[config.mk]
export PLATFORM = sky130hd
export DESIGN_NAME = rleh_lookup
export DESIGN_NICKNAME = d
export VERILOG_FILES = /design/src/rleh_pkg.sv /design/src/rleh_lookup.sv
export SDC_FILE = /design/constraint.sdc
export NUM_CORES = 2
export LEC_CHECK = 0
export ABC_AREA = 1
export BUFFER_PORTS_ARGS = -buffer_cell sky130_fd_sc_hd__buf_4
export CORE_ASPECT_RATIO = 1.1
export CORE_MARGIN = 1.5
export CORE_UTILIZATION = 30
export DETAILED_ROUTE_END_ITERATION = 6
export PLACE_DENSITY = 0.48
export SETUP_SLACK_MARGIN = 0.1
export SLEW_MARGIN = 0
export SYNTH_ARGS = -nofsm -noshare
export SYNTH_HDL_FRONTEND = slang
export SYNTH_SLANG_ARGS = --single-unit
export TNS_END_PERCENT = 50
[constraint.sdc]
create_clock -name clk_sys -period 29.5 [get_ports clk_sys]
set_input_delay 4.425 -clock clk_sys [delete_from_list [all_inputs] [get_ports clk_sys]]
set_output_delay 4.425 -clock clk_sys [all_outputs]
set_load 0.05 [all_outputs]
[src/rleh_pkg.sv]
package rleh_pkg;
   localparam int PORT_W = 4;
   localparam int DEST_W = 16;
   localparam int LUT_IDX_W = 9;
   localparam int LUT_DEPTH = 512;
   localparam logic [PORT_W-1:0] OOR_READ_VAL = 4'hf;
   localparam logic [PORT_W-1:0] DFLT_PORT_RST = 4'hf;
   localparam logic [11:0] OFS_KEEP_A = 12'h158;
   localparam logic [11:0] OFS_KEEP_B = 12'h15c;
   localparam int FABRIC_TO_CYC = 64;
   localparam logic [7:0] FABRIC_TO_CNT = 8'(FABRIC_TO_CYC);

   typedef struct packed {
      logic [DEST_W-1:0] dest_id;
      logic [31:0] header;
   } rleh_pkt_t;

   typedef struct packed {
      logic we;
      logic re;
      logic bcast;
      logic [DEST_W-1:0] dest_id;
      logic [PORT_W-1:0] wdata;
   } rleh_tacc_t;

   typedef enum logic [1:0] {
      ST_IDLE = 2'b00,
      ST_LOOK = 2'b01,
      ST_WAIT = 2'b11
   } rleh_state_t;
endpackage

[src/rleh_lookup.sv]
module rleh_lookup #(
   parameter int PORT_ID = 0,
   parameter int TIMEOUT = rleh_pkg::FABRIC_TO_CYC
) (
   input wire logic clk_sys,
   input wire logic nrst,
   input wire logic port_shutdown,
   input wire logic [rleh_pkg::PORT_W-1:0] port_total,
   input wire logic [rleh_pkg::PORT_W-1:0] default_port,
   input wire logic [15:0] egress_shutdown,
   input wire logic [15:0] egress_disabled,
   input wire logic [15:0] egress_disconnected,
   input wire logic [15:0] egress_buf_full,
   input wire logic pw_en,
   input wire logic int_en,
   input wire logic tfa_pw_en,
   input wire logic tfa_int_en,
   input wire logic err_clear,
   input wire logic tfa_clear,
   input wire logic pkt_valid,
   output logic pkt_ready,
   input wire rleh_pkg::rleh_pkt_t pkt_in,
   output logic fwd_valid,
   output logic [rleh_pkg::PORT_W-1:0] fwd_port,
   output logic [31:0] fwd_header,
   output logic pkt_dropped,
   input wire rleh_pkg::rleh_tacc_t tacc,
   output logic [rleh_pkg::PORT_W-1:0] tacc_rdata,
   input wire logic [11:0] reg_ofs,
   input wire logic [31:0] reg_live_val,
   output logic [31:0] reg_rdata,
   output logic impl_specific_error_flag,
   output logic [31:0] capt_header,
   output logic [rleh_pkg::PORT_W-1:0] par_err_port,
   output logic par_err_valid,
   output logic transfer_fail_ack,
   output logic tfa_status,
   output logic port_write_req,
   output logic irq
);
   import rleh_pkg::*;

   // entry = parity bit + port number
   logic [PORT_W:0] lut_mem [LUT_DEPTH];
   rleh_state_t state_r;
   rleh_pkt_t pkt_r;
   logic [PORT_W:0] entry_r;
   logic [7:0] to_cnt_r;
   logic tacc_oor;
   logic [PORT_W-1:0] eg_port;
   logic eg_unmapped;
   logic dflt_unmapped;
   logic par_bad;
   logic lut_err;
   logic unm_err;
   // blocked egress is latched on entry to the wait, so the timeout watches the right buffers
   logic [PORT_W-1:0] wait_port_r;
   // a flag set by a plain fallback must not stop the first real error header being kept
   logic capt_held_r;

   assign tacc_oor = |tacc.dest_id[DEST_W-1:LUT_IDX_W];
   assign pkt_ready = (state_r == ST_IDLE);

   always_ff @(posedge clk_sys) begin
      // broadcast writes skip a shut-down port silently
      if (tacc.we && !tacc_oor && !(tacc.bcast && port_shutdown)) begin
         lut_mem[tacc.dest_id[LUT_IDX_W-1:0]] <= {^tacc.wdata, tacc.wdata};
      end
   end

   always_ff @(posedge clk_sys) begin
      if (!nrst) begin
         tacc_rdata <= '0;
      end else if (tacc.re) begin
         if (tacc_oor) begin
            tacc_rdata <= OOR_READ_VAL;
         end else begin
            tacc_rdata <= lut_mem[tacc.dest_id[LUT_IDX_W-1:0]][PORT_W-1:0];
         end
      end
   end

   always_ff @(posedge clk_sys) begin
      if (!nrst) begin
         reg_rdata <= '0;
      end else if (port_shutdown && reg_ofs != OFS_KEEP_A && reg_ofs != OFS_KEEP_B) begin
         reg_rdata <= '0;
      end else begin
         reg_rdata <= reg_live_val;
      end
   end

   // packet lookup: entry is read (and parity checked) only per arriving packet
   assign par_bad = ^entry_r;
   assign dflt_unmapped = (default_port > port_total);
   always_comb begin
      eg_unmapped = (entry_r[PORT_W-1:0] > port_total) || pkt_r.dest_id[DEST_W-1:LUT_IDX_W] != '0;
      eg_port = eg_unmapped ? default_port : entry_r[PORT_W-1:0];
   end
   assign unm_err = (state_r == ST_LOOK) && !par_bad && eg_unmapped;
   assign lut_err = (state_r == ST_LOOK) && (par_bad || (eg_unmapped && dflt_unmapped));

   always_ff @(posedge clk_sys) begin
      if (!nrst) begin
         state_r <= ST_IDLE;
         pkt_r <= '0;
         entry_r <= '0;
         wait_port_r <= '0;
      end else begin
         case (state_r)
            ST_IDLE: begin
               if (pkt_valid) begin
                  pkt_r <= pkt_in;
                  entry_r <= lut_mem[pkt_in.dest_id[LUT_IDX_W-1:0]];
                  state_r <= ST_LOOK;
               end
            end
            ST_LOOK: begin
               wait_port_r <= eg_port;
               if (!par_bad && !(eg_unmapped && dflt_unmapped) && egress_disabled[eg_port]
                   && !egress_shutdown[eg_port] && !egress_disconnected[eg_port]) begin
                  state_r <= ST_WAIT;
               end else begin
                  state_r <= ST_IDLE;
               end
            end
            ST_WAIT: begin
               if (transfer_fail_ack) begin
                  state_r <= ST_IDLE;
               end
            end
            default: state_r <= ST_IDLE;
         endcase
      end
   end

   always_ff @(posedge clk_sys) begin
      if (!nrst) begin
         fwd_valid <= 1'b0;
         fwd_port <= '0;
         fwd_header <= '0;
         pkt_dropped <= 1'b0;
      end else begin
         fwd_valid <= 1'b0;
         pkt_dropped <= 1'b0;
         if (state_r == ST_LOOK) begin
            if (lut_err || egress_shutdown[eg_port] || egress_disconnected[eg_port]) begin
               pkt_dropped <= 1'b1;
            end else if (!egress_disabled[eg_port]) begin
               fwd_valid <= 1'b1;
               fwd_port <= eg_port;
               fwd_header <= pkt_r.header;
            end
         end else if (state_r == ST_WAIT && transfer_fail_ack) begin
            pkt_dropped <= 1'b1;
         end
      end
   end

   // timeout counts only while the blocked port's buffers are full
   always_ff @(posedge clk_sys) begin
      if (!nrst) begin
         to_cnt_r <= '0;
         transfer_fail_ack <= 1'b0;
      end else begin
         transfer_fail_ack <= 1'b0;
         if (state_r != ST_WAIT || transfer_fail_ack) begin
            to_cnt_r <= '0;
         end else if (egress_buf_full[wait_port_r]) begin
            if (to_cnt_r == 8'(TIMEOUT - 1)) begin
               transfer_fail_ack <= 1'b1;
            end else begin
               to_cnt_r <= to_cnt_r + 8'h01;
            end
         end
      end
   end

   // set wins over clear; first header held until cleared
   always_ff @(posedge clk_sys) begin
      if (!nrst) begin
         impl_specific_error_flag <= 1'b0;
         capt_header <= '0;
         capt_held_r <= 1'b0;
         par_err_port <= '0;
         par_err_valid <= 1'b0;
      end else begin
         if (lut_err || unm_err) begin
            impl_specific_error_flag <= 1'b1;
         end else if (err_clear) begin
            impl_specific_error_flag <= 1'b0;
         end
         if (lut_err && (!capt_held_r || err_clear)) begin
            capt_header <= pkt_r.header;
            capt_held_r <= 1'b1;
         end else if (err_clear) begin
            capt_held_r <= 1'b0;
         end
         if (lut_err && par_bad) begin
            par_err_port <= PORT_W'(PORT_ID);
            par_err_valid <= 1'b1;
         end else if (err_clear) begin
            par_err_valid <= 1'b0;
         end
      end
   end

   always_ff @(posedge clk_sys) begin
      if (!nrst) begin
         tfa_status <= 1'b0;
         port_write_req <= 1'b0;
         irq <= 1'b0;
      end else begin
         if (transfer_fail_ack) begin
            tfa_status <= 1'b1;
         end else if (tfa_clear) begin
            tfa_status <= 1'b0;
         end
         port_write_req <= (lut_err && pw_en) || (transfer_fail_ack && tfa_pw_en);
         irq <= (impl_specific_error_flag && int_en) || (tfa_status && tfa_int_en);
      end
   end

   property p_oor_read;
      @(posedge clk_sys) disable iff (!nrst)
      tacc.re && tacc_oor |=> tacc_rdata == OOR_READ_VAL;
   endproperty
   a_oor_read: assert property (p_oor_read) else $error("oor read not 0xf");

   property p_shut_read;
      @(posedge clk_sys) disable iff (!nrst)
      port_shutdown && reg_ofs != OFS_KEEP_A && reg_ofs != OFS_KEEP_B |=> reg_rdata == '0;
   endproperty
   a_shut_read: assert property (p_shut_read) else $error("shut port read nonzero");

   property p_lut_err_flag;
      @(posedge clk_sys) disable iff (!nrst)
      lut_err |=> impl_specific_error_flag && pkt_dropped && !fwd_valid;
   endproperty
   a_lut_err_flag: assert property (p_lut_err_flag) else $error("lut error not handled");

   property p_par_port;
      @(posedge clk_sys) disable iff (!nrst)
      lut_err && par_bad |=> par_err_valid && par_err_port == PORT_W'(PORT_ID);
   endproperty
   a_par_port: assert property (p_par_port) else $error("parity port not stored");

   property p_flag_hold;
      @(posedge clk_sys) disable iff (!nrst)
      impl_specific_error_flag && !err_clear |=> impl_specific_error_flag;
   endproperty
   a_flag_hold: assert property (p_flag_hold) else $error("error flag lost");

   property p_tfa_full;
      @(posedge clk_sys) disable iff (!nrst)
      transfer_fail_ack |-> $past(egress_buf_full[wait_port_r]) && $past(state_r) == ST_WAIT;
   endproperty
   a_tfa_full: assert property (p_tfa_full) else $error("tfa without full buffers");

   property p_tfa_status;
      @(posedge clk_sys) disable iff (!nrst)
      transfer_fail_ack |=> tfa_status && pkt_dropped && state_r == ST_IDLE;
   endproperty
   a_tfa_status: assert property (p_tfa_status) else $error("tfa status not set");

   property p_shut_drop;
      @(posedge clk_sys) disable iff (!nrst)
      state_r == ST_LOOK && egress_shutdown[eg_port] |=> !fwd_valid && pkt_dropped;
   endproperty
   a_shut_drop: assert property (p_shut_drop) else $error("shut port forwarded");

   property p_disc_drop;
      @(posedge clk_sys) disable iff (!nrst)
      state_r == ST_LOOK && egress_disconnected[eg_port] |=> !fwd_valid && pkt_dropped;
   endproperty
   a_disc_drop: assert property (p_disc_drop) else $error("disconnected port forwarded");

   property p_dflt_route;
      @(posedge clk_sys) disable iff (!nrst)
      state_r == ST_LOOK && eg_unmapped && !dflt_unmapped && !par_bad
         && !egress_shutdown[eg_port] && !egress_disconnected[eg_port]
         && !egress_disabled[eg_port]
      |=> fwd_valid && fwd_port == $past(default_port) && impl_specific_error_flag;
   endproperty
   a_dflt_route: assert property (p_dflt_route) else $error("fallback not to default");

   property p_pw_gate;
      @(posedge clk_sys) disable iff (!nrst)
      lut_err |=> port_write_req == $past(pw_en);
   endproperty
   a_pw_gate: assert property (p_pw_gate) else $error("port write not per enable");

   property p_capt;
      @(posedge clk_sys) disable iff (!nrst)
      lut_err && !capt_held_r |=> capt_header == $past(pkt_r.header);
   endproperty
   a_capt: assert property (p_capt) else $error("error header not captured");
endmodule // rleh_lookup

# After elaboration in Yosys (flattened, before gate mapping)
# Memories as Yosys holds them, arrays and structs flattened. A register that Yosys moved wholly into a read port is not among the register bits.
# Cells that the tools add are included.
# totals
ff_bits,175
latchBits,0
ram_bits,2560
mem_bits_ro,0
inputBits,197
output_inout_bits,117
elab_cells,120
mem_count,1
# memory_table
memory,words,word_bits,rd,rd_clocked_by_memory_dff,write_ports,line,rtl
lut_mem,512,5,2,1,1,rleh_lookup.sv:44,logic [PORT_W:0] lut_mem [LUT_DEPTH];
# op_classes
n_addsub,1
n_mul,0
div_mod_pow,0
magnitude_cmp,4
n_eq_ne,8
shifts,0
n_mux,27
n_bitwise,6
n_reduce_logical,54
# ops
operator,count
inequality test 12 x 9 -> 1 bit (second input constant),2
logical AND 1 bit,20
two-way mux 1 bit,17
binary-select mux 1 bit (select 4 bit),4
< comparator 4 x 5 -> 1 bit (second input constant),2
logical OR 1 bit,9
adder 8 x 1 -> 8 bit (second input constant),1
== test 8 x 6 -> 1 bit (second input constant),1
greater-than comparator 4 bit,2
zero test 1 bit,8
two-way mux 4 bit,2
nonzero test 2 bit,4
nonzero test 7 bit,1
OR reduction 7 bit,1
two-way mux 2 bit,3
inequality test 2 bit (second input constant),3
inverter 1 bit,6
one-hot mux 2 bit (3 select lines),1
AND reduction 2 bit,3
OR reduction 3 bit,2
XOR reduction 5 bit,1
OR reduction 2 bit,2
XOR reduction 4 bit,1
AND reduction 3 bit,1
3 further kinds,3

# Longest topological paths before layout
# logic_depth
word_depth,10
mapped_depth,24
mapped_depth_nobuf,21

# Worst setup path before layout
# OpenSTA, ideal clock, no wires.
# synth_path
kind,input-to-reg
startpoint,in tacc[1] (netlist bit)
endpoint,"mem lut_mem[0][4] (netlist bit), data pin"
setup_ps,3086
t_arrival_ps,18990
required_ps,26414
setup_slack_ps,7424
stages,2
n_path_buf,0
cell_sequence,xor2_1 xnor2_1
# synth_via
elab_chain_len,1
# synth_lines
item,line,rtl
"start, declared",rleh_lookup.sv:27,"input wire rleh_pkg::rleh_tacc_t tacc,"
XOR reduction 4 bit,rleh_lookup.sv:67,"lut_mem[tacc.dest_id[LUT_IDX_W-1:0]] <= {^tacc.wdata, tacc.wdata};"
"end, declared",rleh_lookup.sv:44,
# Every way passes these cells.

# Worst setup path after layout
# layout_path
startpoint,in tacc[4] (netlist bit)
endpoint,reg tacc_rdata[1] (netlist bit)
# layout_via
elab_chain_len,2
# layout_lines
item,line,rtl
memory (512 x 5 bit),n/a,
two-way mux 4 bit,rleh_lookup.sv:75,if (tacc_oor) begin
"end signal, assigned",rleh_lookup.sv:78,tacc_rdata <= lut_mem[tacc.dest_id[LUT_IDX_W-1:0]][PORT_W-1:0];
"end, declared",rleh_lookup.sv:28,"output logic [rleh_pkg::PORT_W-1:0] tacc_rdata,"
# Every way passes these cells.
# A chain may end at the register's enable or synchronous reset.

==> impl_metrics.yaml <==
final_layout:
  final_cell_area_um2: 142000
  fin_nets: 12134
  syn_to_final_growth_pct: 13.8
  layout-drive-gt1-share_pct: 8.31
timing:
  max_freq_mhz: 105
  rsz0062_at_grt: "no"
  final.setup.worst_slack_ns: 19.93
  finalClockSkew_ns: 0.0596
  tightest_slew_ns: 1.20
  tns_ns: 0
  period_needed_ns: 9.57
  hold_viol_final: 0
  slew_headroom_pct: 19.0
  period_share_pct: 32.4
  hold_slack_ns: 0.445
  setup_violations: 0
  slew_viol_final: 0
placed_design:
  port_buffers: 308
  placed_area_um2: 132000
  dp_slack_ns: 19.20
  dp_hpwl_mm: 284
  place_congestion: 0.869
clock_network:
  cts_sinks: 2731
  htree_levels: 5
  cts_tree: "built"
  cts_setup_buffers: 0
  cts.clk_slew.worst_paths_ns: 0.06
  cts_resized: 0
  cts_hold_buf: 0
  cts_buffer_depth: 4
  clkLatencyLatePin_ns: 0.90
  root_buffer: "clkbuf_16"
  cts_buffers: 303
grt:
  grt_usage_pct: 22.3
  grt-ovfl-total: 0
  grt_pass1_wl_mm: 688
  grt_max_degree: 195
  grt_pass1_vias: 94775
  grt_antenna_before_repair: 25
min_path:
  hold_class: "flop to flop"
synthesis:
  synth_top_area_share_pct: 61.7
  synth-main-ff-cell: "edfxtp_1"
  ys_async_sr_fraction_pct: 0
  synth_edf_count: 2560
  synthCells: 12088
  synth_area_leader_cell: "edfxtp_1"
  yosys.area_share.simple_pct: 16.3
  synthMostInstantiatedCell: "edfxtp_1"
  synth_top_family_by_area: "simple AND/OR/NAND/NOR gates"
  synth.area.mux_share_pct: 0
  yosysSeqAreaShare_pct: 64.5
  synth_compound_area_share_pct: 15.1
  ys_seq_elements: 2731
  yosysUniqueCellTypes: 48
  synth_common_cells: "edfxtp_1 (2560), nand2_1 (2046), nor2_1 (1763), o21ai_0 (1216), nand3_1 (1051)"
  synthAdderAreaFrac_pct: 0.0904
  ys_warn_count: 0
  syn_area_um2: 125000
  synthTopCellsByArea: "edfxtp_1 (62%), a22oi_1 (6.2%), nand2_1 (6.2%), nor2_1 (5.3%), o21ai_0 (4.9%)"
  synthXorXnorAreaFrac_pct: 0.0563
  syn_area_per_cell_um2: 10.3
setup_path:
  critPathMaxFanout: 51
  startpoint_type: "input pin"
  required_ns: 30.35
  crit_arrival_ns: 10.42
  crit_path_end_kind: "flop"
  criticalPathCategory: "input pin to flop"
pwr:
  p_per_area_nw_per_um2: 63.2
  seq_power_share_pct: 48.0
  p_total_mw: 8.96
  ir_worst_vdd_v: 0.0000398
  power_switching_mw: 2.32
  internal-power_mw: 6.63
  power.leakage_nw: 47.9
  p_sw_share_pct: 25.9
  clockPowerShare_pct: 41.7
  comb_power_share_pct: 10.2
outcome:
  outcome: "finished, final reports clean"
die:
  io_pins: 314
  num_rows: 247
  die_x_um: 617
  die-area_um2: 419000
  start_util_pct: 30.2
  fp.dieH_um: 679
  design.core.area_um2: 412000
detailed_routing:
  first_iter_violations: 10443
  drtPass1Iterations: 6
  num_vias: 98133
  wire_per_inst_um: 27.4
  wirelength_mm: 485
  drtAntennaViolNets: 0
  viasPerCell: 5.54
  drc: 0
flow_run:
  drv_cap: 0
## critical path, stage by stage
cell     delay [ns]
buf_4          0.14
nor2_4         0.09
buf_4          0.69
buf_4          0.54
buf_4          0.58
buf_4          0.71
buf_4          0.66
buf_4          0.49
a22oi_1        0.15
nand2_1        0.10
nand2_1        0.05
nand2_1        0.13
nor2_1         0.05
a21oi_1        0.27
a21oi_1        0.12
nand3_1        0.25
nand3_1        0.43
nand3_1        0.23
nand2_1        0.07
inv_1          0.05
## metrics by stage
stage | cells | util, %
4_1_cts | 17635 | 34.3
3_5_place_dp | 17101 | 32.0
5_1_grt | 17696 | 34.4
2_1_floorplan | 12091 | -
6_report | 17708 | 34.4
3_3_place_gp | 17101 | 32.0
## path summary, 6_finish.rpt
| path | from | endpoint | slack (ns) | cells past startpoint |
|---|---|---|---|---|
| setup / recovery | tacc[4] | tacc_rdata[1] | 19.93 | 20 |
| hold / removal | capt_header[25] | capt_header[25] | 0.45 | 2 |
| setup reg to reg | entry_r[1] | fwd_header[12] | 25.49 | 20 |
| hold reg to reg | capt_header[25] | capt_header[25] | 0.45 | 2 |
## area by class of cell
class,instances,area (um2)
clock buffer,368,8060
multi-input combinational,8087,39600
clock inverter,166,1420
tap,5478,6850
sequential,2731,80300
antenna,73,183
inverter,284,1110
fill,41498,271000
timing repair buffer,521,4200
## flip-flops by register name, indices dropped and copies added, names as in the netlist, 2 cells and up
register     count
to_cnt_r         8
pkt_r           39
fwd_header      32
state_r          2
wait_port_r      4
capt_header     32
lut_mem       2560
entry_r          5
fwd_port         4
reg_rdata       32
tacc_rdata       4
## routing by layer
| metal | vias up | share of wire (%) | global-route usage, % |
|---|---|---|---|
| met3 | 904 | 7.6 | 3.30 |
| met1 | 48963 | 41 | 28.7 |
| li1 | 43632 | - | - |
| met2 | 4632 | 47 | 36.7 |
| met5 | - | 0.0027 | 0 |
| met4 | 2 | 4.9 | 10.8 |
## power by group through the flow
stage	Clock (mW)	Combinational, mW	Sequential (mW)
detailed placement	0	0.905	4.38
finish	3.74	0.917	4.30
CTS	3.79	0.906	4.30
global route	3.94	0.973	4.30
floorplan	0	0.447	4.46
global placement	0	0.906	4.38
## cell usage in the layout (no fill, tap or decap), types with 4 or more instances in the layout
cell	instances
nor2_4	10
diode_2	73
o21ai_0	1216
inv_1	270
clkbuf_16	311
a22oi_1	1026
nor2_1	1754
nand2_4	19
buf_8	7
buf_12	18
nand3_1	1050
xor2_1	4
conb_1	4
inv_8	7
dfxtp_1	171
a21boi_0	40
a21oi_1	271
bufinv_16	21
o211ai_1	9
nand4_1	55
or2_2	12
nand2_2	7
o31ai_1	13
clkinv_2	49
nand2_1	2028
clkinvlp_4	13
clkinv_8	5
edfxtp_1	2560
buf_4	495
inv_6	9
ha_1	9
o22ai_1	495
clkbuf_1	50
clkbuf_8	7
inv_2	4
nor3_1	30
clkinv_1	69
## kinds of logic after synthesis
logic type / Yosys count
buffers and inverters: 1273
flip-flops: 2731
AND/OR/NAND/NOR: 4982
adder cells (fa/ha/maj): 9
other: 1
XOR/XNOR: 8
AO/OA/AOI/OAI: 3084
Power figures use the tool's default switching activity.
